==> config.mk <==
export PLATFORM = sky130hd
export DESIGN_NAME = cgx_clock_gen
export DESIGN_NICKNAME = d
export VERILOG_FILES = /design/src/cgx_pkg.sv /design/src/cgx_clock_gen.sv
export SDC_FILE = /design/constraint.sdc
export NUM_CORES = 1
export LEC_CHECK = 0
export BUFFER_PORTS_ARGS = -buffer_cell sky130_fd_sc_hd__buf_2
export CAP_MARGIN = 20
export CORE_ASPECT_RATIO = 0.7
export CORE_MARGIN = 5
export CORE_UTILIZATION = 30
export DETAILED_ROUTE_END_ITERATION = 12
export REMOVE_ABC_BUFFERS = 1
export SKIP_LAST_GASP = 1
export SLEW_MARGIN = 20
export SYNTH_ARGS = -nofsm -noshare
export SYNTH_HDL_FRONTEND = slang
export SYNTH_SLANG_ARGS = --single-unit
==> constraint.sdc <==
create_clock -name ref_clk_i -period 1.8 [get_ports ref_clk_i]
set_input_delay 0.27 -clock ref_clk_i [delete_from_list [all_inputs] [get_ports ref_clk_i]]
set_output_delay 0.27 -clock ref_clk_i [all_outputs]
set_load 0.01 [all_outputs]
==> src/cgx_pkg.sv <==
// package for the clock generator external reference switch block
// assumes an 8-bit register port and one 200 MHz clock
package cgx_pkg;

    // ------------------------------------------------------------
    // register indices
    // ------------------------------------------------------------
    localparam logic [2:0] CGX_OFF_CTRL1  = 3'h0;
    localparam logic [2:0] CGX_OFF_CTRL2  = 3'h1;
    localparam logic [2:0] CGX_OFF_STATUS = 3'h2;
    localparam logic [2:0] CGX_OFF_CTRL3  = 3'h3;
    localparam logic [2:0] CGX_OFF_IRQ_ST = 3'h4;
    localparam logic [2:0] CGX_OFF_IRQ_MK = 3'h5;

    // ------------------------------------------------------------
    // field positions
    // ------------------------------------------------------------
    localparam int CGX_CLKSEL_LSB  = 6;
    localparam int CGX_REFDIV_LSB  = 3;
    localparam int CGX_IREFSEL_BIT = 2;
    localparam int CGX_BUS_CLOCK_DIVIDER_LSB    = 6;
    localparam int CGX_RANGE_BIT   = 5;
    localparam int CGX_HGO_BIT     = 4;
    localparam int CGX_XTAL_BIT    = 2;
    localparam int CGX_EREN_BIT    = 1;
    localparam int CGX_SCALE_BIT   = 4;
    localparam int CGX_REFST_BIT   = 4;
    localparam int CGX_CLOCK_SOURCE_STATUS_LSB   = 2;
    localparam int CGX_OSCOK_BIT   = 1;

    // ------------------------------------------------------------
    // reset values
    // ------------------------------------------------------------
    localparam logic [7:0] CGX_RST_CTRL1 = 8'h04;
    localparam logic [7:0] CGX_RST_CTRL2 = 8'h00;
    localparam logic [7:0] CGX_RST_CTRL3 = 8'h00;
    localparam logic [7:0] CGX_RST_MASK  = 8'h00;

    // ------------------------------------------------------------
    // encodings and timing
    // ------------------------------------------------------------
    localparam logic [1:0] CGX_SRC_FLL = 2'h0;
    localparam logic [1:0] CGX_SRC_INT = 2'h1;
    localparam logic [1:0] CGX_SRC_EXT = 2'h2;
    localparam logic [1:0] CGX_SRC_PLL = 2'h3;
    localparam int CGX_CLK_MHZ        = 200;
    localparam int CGX_OSC_START_US   = 10;
    localparam int CGX_OSC_START_CYC  = CGX_OSC_START_US * CGX_CLK_MHZ;
    localparam int CGX_SWITCH_CYC     = 4;
    localparam int CGX_DIV_DEF        = 8;

    typedef struct packed {
        logic [1:0] clk_sel;
        logic [2:0] ref_div;
        logic       int_ref;
    } cgx_ctrl_s;

    typedef enum logic [2:0] {
        CGX_OSC_OFF  = 3'b001,
        CGX_OSC_WAIT = 3'b010,
        CGX_OSC_RUN  = 3'b100
    } cgx_osc_e;

endpackage : cgx_pkg

==> src/cgx_clock_gen.sv <==
// clock generator mode control: registers, oscillator start, source switch
// assumes the crystal clock pin from outside, register port master
//
// The strobed register port and the register offsets were left to the implementer.
`timescale 1ns/1ps

// Function
// - reset into fll engaged internal mode
// - bus divider bits 7:6, 00 divides by one
// - bit 5 selects high frequency range
// - bit 4 selects high oscillator gain
// - bit 2 selects crystal reference
// - bit 1 keeps external reference running
// - status bit 1 shows crystal initialised
// - extra scaling bit 4 in high range
// - source select 10 picks external reference
// - divider 011 with scaling divides by 256
// - internal select cleared picks external reference
// - status bit 4 zero when external
// - clock status 10 when external feeds output
module cgx_clock_gen
    import cgx_pkg::*;
#(
    parameter int OSC_START_CYC = CGX_OSC_START_CYC
)(
    input  wire logic       ref_clk_i,
    input  wire logic       rst_i,
    input  wire logic [2:0] addr_i,
    input  wire logic [7:0] wdata_i,
    input  wire logic       wr_i,
    input  wire logic       rd_i,
    output logic      [7:0] rdata_o,
    input  wire logic       osc_clk_pin_i,
    output logic            osc_enable_o,
    output logic            osc_high_gain_select_o,
    output logic            osc_high_range_o,
    output logic            ext_ref_crystal_select_o,
    output logic            ext_ref_clock_enable_o,
    output logic      [1:0] bus_clock_divider_o,
    output logic      [1:0] clock_out_select_o,
    output logic            ref_is_internal_o,
    output logic      [3:0] fll_ref_div_log2_o,
    output logic            irq_o
);

    // ------------------------------------------------------------
    // register port decode
    // ------------------------------------------------------------
    logic [7:0] ctrl1_q;
    logic [7:0] ctrl2_q;
    logic [7:0] ctrl3_q;
    logic [7:0] irq_st_q;
    logic [7:0] irq_mk_q;
    logic [7:0] status;
    logic [7:0] rdata_q;
    logic [7:0] rd_mux;

    // ------------------------------------------------------------
    // address match, shared by every write strobe
    // ------------------------------------------------------------
    function automatic logic reg_hit(
        input logic [2:0] addr,
        input logic [2:0] idx,
        input logic       strobe
    );
        reg_hit = strobe && (addr == idx);
    endfunction : reg_hit

    // ------------------------------------------------------------
    // write strobes per register
    // ------------------------------------------------------------
    // status and unmapped indices get no strobe
    wire wr_c1 = reg_hit(addr_i, CGX_OFF_CTRL1, wr_i);
    wire wr_c2 = reg_hit(addr_i, CGX_OFF_CTRL2, wr_i);
    wire wr_c3 = reg_hit(addr_i, CGX_OFF_CTRL3, wr_i);
    wire wr_is = reg_hit(addr_i, CGX_OFF_IRQ_ST, wr_i);
    wire wr_im = reg_hit(addr_i, CGX_OFF_IRQ_MK, wr_i);

    // ------------------------------------------------------------
    // read selection
    // ------------------------------------------------------------
    always_comb
    begin
        case (addr_i)
            CGX_OFF_CTRL1:  rd_mux = ctrl1_q;
            CGX_OFF_CTRL2:  rd_mux = ctrl2_q;
            CGX_OFF_STATUS: rd_mux = status;
            CGX_OFF_CTRL3:  rd_mux = ctrl3_q;
            CGX_OFF_IRQ_ST: rd_mux = irq_st_q;
            CGX_OFF_IRQ_MK: rd_mux = irq_mk_q;
            default:        rd_mux = 8'h00;
        endcase
    end

    // ------------------------------------------------------------
    // control registers
    // ------------------------------------------------------------
    always_ff @(posedge ref_clk_i)
    begin
        if (rst_i)
            ctrl1_q <= CGX_RST_CTRL1;
        else if (wr_c1)
            ctrl1_q <= wdata_i;
    end

    always_ff @(posedge ref_clk_i)
    begin
        if (rst_i)
            ctrl2_q <= CGX_RST_CTRL2;
        else if (wr_c2)
            ctrl2_q <= wdata_i;
    end

    always_ff @(posedge ref_clk_i)
    begin
        if (rst_i)
            ctrl3_q <= CGX_RST_CTRL3;
        else if (wr_c3)
            ctrl3_q <= wdata_i;
    end

    // ------------------------------------------------------------
    // interrupt mask register
    // ------------------------------------------------------------
    always_ff @(posedge ref_clk_i)
    begin
        if (rst_i)
            irq_mk_q <= CGX_RST_MASK;
        else if (wr_im)
            irq_mk_q <= wdata_i;
    end

    // ------------------------------------------------------------
    // read data, zero outside the answer cycle
    // ------------------------------------------------------------
    // status writes fall through: no store
    always_ff @(posedge ref_clk_i)
    begin
        if (rst_i)
            rdata_q <= 8'h00;
        else
            rdata_q <= rd_i ? rd_mux : 8'h00;
    end
    assign rdata_o = rdata_q;

    // ------------------------------------------------------------
    // field views
    // ------------------------------------------------------------
    cgx_ctrl_s c1;
    assign c1 = {ctrl1_q[CGX_CLKSEL_LSB +: 2],
                 ctrl1_q[CGX_REFDIV_LSB +: 3],
                 ctrl1_q[CGX_IREFSEL_BIT]};
    wire range_hi = ctrl2_q[CGX_RANGE_BIT];
    wire xtal_sel = ctrl2_q[CGX_XTAL_BIT];
    wire er_en    = ctrl2_q[CGX_EREN_BIT];
    wire scale    = ctrl3_q[CGX_SCALE_BIT];

    // ------------------------------------------------------------
    // oscillator and bus divider controls
    // ------------------------------------------------------------
    assign bus_clock_divider_o      = ctrl2_q[CGX_BUS_CLOCK_DIVIDER_LSB +: 2];
    assign osc_high_range_o         = range_hi;
    assign osc_high_gain_select_o   = ctrl2_q[CGX_HGO_BIT];
    assign ext_ref_crystal_select_o = xtal_sel;
    assign ext_ref_clock_enable_o   = er_en;

    // ------------------------------------------------------------
    // fll reference divide as power of two
    // ------------------------------------------------------------
    // 2^(reference_divider), or 2^(reference_divider+5) with extra scaling
    wire use_scale = range_hi && scale;
    assign fll_ref_div_log2_o = use_scale
        ? ({1'b0, c1.ref_div} + 4'h5)
        : {1'b0, c1.ref_div};

    // ------------------------------------------------------------
    // oscillator request
    // ------------------------------------------------------------
    // external reference needed when selected by any path
    wire ext_needed = er_en || !c1.int_ref
        || (c1.clk_sel == CGX_SRC_EXT);
    assign osc_enable_o = ext_needed;

    // ------------------------------------------------------------
    // oscillator pin synchroniser and activity detect
    // ------------------------------------------------------------
    logic [2:0] pin_q;
    logic       pin_lvl_q;
    wire        pin_edge = (pin_q[2] == pin_q[1]) && (pin_q[1] != pin_lvl_q);
    always_ff @(posedge ref_clk_i)
    begin
        if (rst_i)
            pin_q <= 3'h0;
        else
            pin_q <= {pin_q[1:0], osc_clk_pin_i};
    end

    // ------------------------------------------------------------
    // settled pin level, taken when stages two and three agree
    // ------------------------------------------------------------
    wire pin_agree = (pin_q[2] == pin_q[1]);

    always_ff @(posedge ref_clk_i)
    begin
        if (rst_i)
            pin_lvl_q <= 1'b0;
        else if (pin_agree)
            pin_lvl_q <= pin_q[1];
    end

    // ------------------------------------------------------------
    // oscillator start-up state machine
    // ------------------------------------------------------------
    cgx_osc_e   osc_q;
    cgx_osc_e   osc_d;
    logic [31:0] cnt_q;
    logic       seen_q;
    wire        cnt_done = (cnt_q >= 32'(OSC_START_CYC - 1));

    always_comb
    begin
        osc_d = osc_q;
        case (osc_q)
            CGX_OSC_OFF:
                if (ext_needed)
                    osc_d = CGX_OSC_WAIT;
            CGX_OSC_WAIT:
                if (!ext_needed)
                    osc_d = CGX_OSC_OFF;
                else if (cnt_done && (seen_q || !xtal_sel))
                    osc_d = CGX_OSC_RUN;
            CGX_OSC_RUN:
                if (!ext_needed)
                    osc_d = CGX_OSC_OFF;
            default:
                osc_d = CGX_OSC_OFF;
        endcase
    end

    // ------------------------------------------------------------
    // oscillator state register
    // ------------------------------------------------------------
    always_ff @(posedge ref_clk_i)
    begin
        if (rst_i)
            osc_q <= CGX_OSC_OFF;
        else
            osc_q <= osc_d;
    end

    // ------------------------------------------------------------
    // start-up counter and pin activity latch
    // ------------------------------------------------------------
    // both restart whenever the wait state is left
    wire osc_waiting = (osc_q == CGX_OSC_WAIT);

    always_ff @(posedge ref_clk_i)
    begin
        if (rst_i || !osc_waiting)
            cnt_q <= 32'h0;
        else if (!cnt_done)
            cnt_q <= cnt_q + 32'h1;
    end

    always_ff @(posedge ref_clk_i)
    begin
        if (rst_i || !osc_waiting)
            seen_q <= 1'b0;
        else if (pin_edge)
            seen_q <= 1'b1;
    end

    // ------------------------------------------------------------
    // oscillator ready flag
    // ------------------------------------------------------------
    wire osc_ok = (osc_q == CGX_OSC_RUN) && xtal_sel;

    // ------------------------------------------------------------
    // reference and output source switch
    // ------------------------------------------------------------
    logic       ref_int_q;
    logic [1:0] clock_source_status_q;
    logic [2:0] sw_cnt_q;
    wire ext_ready = (osc_q == CGX_OSC_RUN);
    wire ref_tgt   = c1.int_ref || !ext_ready;
    wire [1:0] clk_tgt = (c1.clk_sel == CGX_SRC_EXT && !ext_ready)
        ? clock_source_status_q : c1.clk_sel;
    wire sw_pend = (ref_tgt != ref_int_q) || (clk_tgt != clock_source_status_q);

    // ------------------------------------------------------------
    // switch hold counter
    // ------------------------------------------------------------
    // a mismatch must stand for the full count before status moves
    wire sw_fire = sw_pend && (sw_cnt_q == 3'(CGX_SWITCH_CYC - 1));

    always_ff @(posedge ref_clk_i)
    begin
        if (rst_i || !sw_pend || sw_fire)
            sw_cnt_q <= 3'h0;
        else
            sw_cnt_q <= sw_cnt_q + 3'h1;
    end

    // ------------------------------------------------------------
    // reference and clock source status
    // ------------------------------------------------------------
    always_ff @(posedge ref_clk_i)
    begin
        if (rst_i)
            ref_int_q <= 1'b1;
        else if (sw_fire)
            ref_int_q <= ref_tgt;
    end

    always_ff @(posedge ref_clk_i)
    begin
        if (rst_i)
            clock_source_status_q <= CGX_SRC_FLL;
        else if (sw_fire)
            clock_source_status_q <= clk_tgt;
    end
    assign clock_out_select_o = clock_source_status_q;
    assign ref_is_internal_o  = ref_int_q;

    // ------------------------------------------------------------
    // status register assembly
    // ------------------------------------------------------------
    function automatic logic [7:0] pack_status(
        input logic       ref_int,
        input logic [1:0] clk_src,
        input logic       osc_done
    );
        logic [7:0] s;
        s = 8'h00;
        s[CGX_REFST_BIT] = ref_int;
        s[CGX_CLOCK_SOURCE_STATUS_LSB +: 2] = clk_src;
        s[CGX_OSCOK_BIT] = osc_done;
        pack_status = s;
    endfunction : pack_status

    assign status = pack_status(ref_int_q, clock_source_status_q, osc_ok);

    // ------------------------------------------------------------
    // events: osc ready, ref change, clock change
    // ------------------------------------------------------------
    // status of the previous cycle, edges against it raise events
    logic [7:0] prev_q;
    wire        ev_osc = osc_ok && !prev_q[CGX_OSCOK_BIT];
    wire        ev_ref = ref_int_q != prev_q[CGX_REFST_BIT];
    wire        ev_clk = clock_source_status_q != prev_q[CGX_CLOCK_SOURCE_STATUS_LSB +: 2];
    wire [7:0]  ev     = {5'h0, ev_clk, ev_ref, ev_osc};
    wire [7:0]  clr    = wr_is ? wdata_i : 8'h00;

    always_ff @(posedge ref_clk_i)
    begin
        if (rst_i)
            prev_q <= pack_status(1'b1, CGX_SRC_FLL, 1'b0);
        else
            prev_q <= status;
    end

    // ------------------------------------------------------------
    // sticky interrupt status, set wins over clear
    // ------------------------------------------------------------
    always_ff @(posedge ref_clk_i)
    begin
        if (rst_i)
            irq_st_q <= 8'h00;
        else
            irq_st_q <= (irq_st_q & ~clr) | ev;
    end

    // ------------------------------------------------------------
    // interrupt output
    // ------------------------------------------------------------
    assign irq_o = |(irq_st_q & irq_mk_q);

endmodule : cgx_clock_gen

### Word-level counts from Yosys, hierarchy flattened

Index checks and enable logic that the tools add are counted.

* add/sub/neg operators: 3
* equal/unequal tests: 19
* reductions and logical operators: 30
* order comparisons: 1
* bitwise logic cells: 5
* multiplexer cells: 9

Operator list (count)
* one-hot mux 8 bit (6 select lines): 1
* adder 32 x 1 -> 32 bit, second input constant: 1
* greater-or-equal comparator 32 x 11 -> 1 bit, second input constant: 1
* bitwise AND 8 bit: 2
* equality test 3 x 2 -> 1 bit, second input constant: 4
* logical AND 1 bit: 12
* 2-to-1 mux 3 bit: 4
* equality test 3 bit, second input constant: 3
* one-hot mux 3 bit (3 select lines): 1
* logical OR 1 bit: 8
* 2-to-1 mux 8 bit: 1
* NOT 8 bit: 1
* bitwise OR 8 x 3 -> 8 bit: 1
* OR reduction 8 bit: 1
* equality test 3 x 1 -> 1 bit, second input constant: 2
* logical NOT 1 bit: 6
* adder 3 x 3 -> 4 bit, second input constant: 1
* 2-to-1 mux 4 bit: 1
* inequality test 2 bit: 2
* inequality test 2 bit, second input constant: 2
* adder 3 x 1 -> 3 bit, second input constant: 1
* logical NOT 3 bit: 1
* inequality test 1 bit: 3
* inequality test 3 x 2 -> 1 bit, second input constant: 1
* other kinds (6): 6

* register bits after elaboration: 98
* output and inout bits: 23
* input port bits: 16

### Longest topological paths before layout

* word-level depth: 9
* depth in mapped cells: 8
* gate-level depth less buffers: 6

### Worst setup path after synthesis

No wires, ideal clock.

* path kind: register to register
* start: reg cnt_q[0]
* end: reg cnt_q[4]
* arrival time: 1.869 ns
* setup time: 0.116 ns
* path buffers: 2
* slack: -0.186 ns
* stages on the path, launching flop included: 9
* path through: dfxtp_1 ha_1 and3_1 clkbuf_1 o311a_1 nor3_4 buf_2 a21oi_1 a31o_2

* longest elaborated chain between the ends: 1
* elaborated cells between the ends (all ways): 2
* classes of those cells: add/sub: 1; order compare: 1

RTL lines
* start: declaration: line cgx_clock_gen.sv:216 `logic [31:0] cnt_q;`
* start signal: assignment: line cgx_clock_gen.sv:262 `cnt_q <= cnt_q + 32'h1;`
* adder 32 x 1 -> 32 bit / greater-or-equal comparator 32 x 11 -> 1 bit (equally long branches): line cgx_clock_gen.sv:262, cgx_clock_gen.sv:218

Parallel ways exist; a longest one is shown, timed or not.
A chain may end at the register's enable or synchronous reset.

### Worst setup path after layout

* start: reg cnt_q[1]
* end: reg cnt_q[5]

The elaborated chain is that of the path after synthesis.

==> results.yml <==
global_routing:
  grtUsageTotal: 0.135
  grt_max_degree: 37
  grt_pass1_wl_microns: 17000
  use_met3: 0.0406
  antenna_found_initial: 0
  grt-ovfl-total: 0
  grt_most_used_layer: "met2"
  first_global_vias: 3317
  met2_usage: 0.199
  use_met1: 0.187
layout:
  final_common_cell: "dfxtp_1"
  stdcell_area_sq_um: 4950
  n_antenna_cell: 0
  drive_gt1_frac: 0.236
  final_cell_mix: "dfxtp_1, nand2_1, a21oi_1"
  finalCoreUtilization: 0.377
  fin_cells: 674
  syn_to_final_growth_pct: 22.9
  fin_nets: 525
setup_path:
  path_class: "register to register"
  critPathBufInv: 1
  worstSetupEndpointType: "register"
  worstPathArrival_ns: 2.11
  cp.depth: 7
  required_ns: 2.03
  path_max_fanout: 7
  crit_family: "simple AND/OR/NAND/NOR gates"
  timing.rr.end: "cnt_q[5]"
  worstSetupStartpointType: "register"
  cp_slowest_cell: "o311a_4"
  cp_slowest_stage_delay_ns: 0.37
  crit_start: "cnt_q[1]"
  path_cells: "ha_4 -> and3_4 -> o311a_4 -> nor3_4 -> buf_12 -> nand4_1 -> mux2i_1"
  endpoint: "cnt_q[5]"
  reg2reg_from: "cnt_q[1]"
  ff2ff_setup_slack_ns: -0.08
  r2r_cells: 7
timing:
  tightest_slew_ns: 0.577
  max_freq_mhz: 532
  slew_headroom: 0.615
  slew_viol_final: 0
  setup_slack_ns: -0.0802
  period_share: 1.04
  rsz0062_at_grt: "yes"
  clock_skew_ns: 0.00529
  setup_viol: 8
  layout_min_cycle_time_ns: 1.88
  final.setup.tns_ns: -0.424
  hold_ws_ns: 0.145
  hold_violations: 0
route:
  vias: 3385
  drt-vias-per-instance: 5.02
  firstDrtPassIters: 4
  postRouteAntennaNets: 0
  drc: 0
  drt_iter0_drc: 260
  wl_microns: 10500
  routedWlPerCell_microns: 15.6
clocking:
  cts_tree: "done"
  cts_made_buffers: 9
  cts.sinks: 98
  cts_buffer_depth: 2
  clkTransAtPathRegs_ns: 0.06
  clock-root-buffer: "clkbuf_16"
  insertion_delay_ns: 0.33
  htreeDepth: 3
placed_design:
  place_congestion: 0.911
  dp_hpwl_microns: 7390
  dp_cells: 655
  io_buffer_count: 38
  dpl-instance-area_sq_um: 4530
pwr:
  pwr-share-clk: 0.439
  powerDensity_nw_per_um2: 873
  switchingPower_mw: 0.918
  ir_worst_vdd_mv: 0.451
  p_int_mw: 3.40
  p_comb_frac: 0.050
  pwr-share-seq: 0.511
  power.leakage_nw: 1.96
  swShare: 0.212
floorplan:
  start_util: 0.307
  die_x_microns: 149
  core_sq_um: 13100
  die_h_microns: 107
  ios: 39
  row_count: 35
  die_area_sq_um: 15900
flow_run:
  cap_violations: 0
synth:
  synth_ff_type: "dfxtp_1"
  yosys-top-cells-area: "dfxtp_1, nand2_1, a21oi_1"
  synth.ff_latch_count: 98
  synth_area_sq_um: 4030
  synth.distinct_cells: 49
  synth_edf_count: 0
  synth_seq_area_share: 0.487
  yosysTopAreaCellShare: 0.487
  avgSynthCellArea_sq_um: 8.93
  synthArstFlopShare: 0
  synthCells: 451
  yosysWarnings: 0
  synth_top_area_cell: "dfxtp_1"
min_path:
  hp-class: "primary input to register"
outcome:
  status: "complete, but fails checks"
  violations: "negative setup slack"
==> cell usage after synthesis, types with 2 or more instances <==
library cell and count:
nand3_1 8, nand2b_1 9, nor3_1 3, a21oi_1 45, and2_1 22, o21ai_0 11, xnor2_1 5, nor4_1 5
and3_1 8, dfxtp_1 98, nor4b_1 4, nor2_2 4, or2_2 2, inv_1 5, nor2b_1 11, nor3b_1 4
nor2_1 34, nand4_1 5, a31oi_1 2, mux2i_1 17, buf_4 2, buf_2 2, clkbuf_1 15, nand2_1 74
and4_1 2, xor2_1 5, a22oi_1 10, ha_1 4, buf_1 5, mux4_2 2, or3_1 2, or3_4 2
a31o_2 3, nand3b_1 3, mux2_2 4
==> sequential cells by signal, indices dropped and copies added (netlist names), 2 cells and up <==
| register | count |
|---|---|
| prev_q | 4 |
| clock_out_select_o | 2 |
| osc_q | 3 |
| irq_mk_q | 8 |
| pin_q | 3 |
| irq_st_q | 8 |
| ctrl3_q | 8 |
| ctrl1_q | 8 |
| rdata_o | 8 |
| cnt_q | 32 |
| sw_cnt_q | 3 |
| ctrl2_q | 8 |
==> worst register-to-register path, stage by stage (launching register included) <==
cell and delay [ns]:
dfxtp_4 0.36, ha_4 0.16, and3_4 0.18, o311a_4 0.38
nor3_4 0.27, buf_12 0.16, nand4_1 0.13, mux2i_1 0.15
==> how the worst min path moves through the flow <==
stage                              from     endpoint  slack (ns)  cells past startpoint
after floorplan                   rst_i   ctrl1_q[0]        0.34                      1
after global placement      sw_cnt_q[0]  sw_cnt_q[0]        0.42                      1
after detailed placement       pin_q[0]     pin_q[1]        0.42                      1
after CTS                 osc_clk_pin_i     pin_q[0]        0.13                      2
after global routing      osc_clk_pin_i     pin_q[0]        0.14                      2
final                     osc_clk_pin_i     pin_q[0]        0.15                      2
==> cell type report <==
| cell class | instances | area (sq um) |
|---|---|---|
| Multi-Input combinational cell | 323 | 2010 |
| Timing Repair Buffer | 68 | 448 |
| Sequential cell | 98 | 1970 |
| Clock inverter | 3 | 40.0 |
| Fill cell | 1307 | 8190 |
| Tap cell | 166 | 208 |
| Clock buffer | 11 | 253 |
| Inverter | 5 | 18.8 |
==> power groups by stage <==
| stage | Combinational (mW) | Sequential [mW] | Clock (mW) |
|---|---|---|---|
| floorplan | 0.0843 | 2.26 | 0 |
| global placement | 0.203 | 2.26 | 0 |
| detailed placement | 0.208 | 2.26 | 0 |
| CTS | 0.210 | 2.21 | 1.95 |
| global route | 0.235 | 2.21 | 2.03 |
| finish | 0.215 | 2.21 | 1.90 |
==> stage by stage <==
stage               total power [mW]  worst slack [ns]
detailed placement              2.47           -0.0483
global placement                2.46            0.0616
finish                          4.32           -0.0802
CTS                             4.37          -0.00792
global route                    4.47            -0.140
floorplan                       2.34             -1.14
==> kinds of logic after synthesis <==
kind of cell             count (synthesis)  synth area share
multiplexers                            23            0.0646
XOR/XNOR                                10            0.0217
AND/OR/NAND/NOR                        206             0.263
adder cells (fa/ha/maj)                  4            0.0124
AO/OA/AOI/OAI                           80             0.119
flip-flops                              98             0.487
buffers and inverters                   30            0.0323
==> repair_timing <==
action,in CTS,in global routing
buffers inserted,3,2
hold buffers,0,0
cloned,1,0
gates resized for setup,7,14
pin swaps,0,9
setup endpoints to repair,8,16
==> per-layer routing <==
metal	routed length, microns	part of all wire
met5	0	0
met1	5120	0.49
met3	659	0.063
met2	4520	0.43
met4	213	0.020
(Power assumes the default switching activity.)
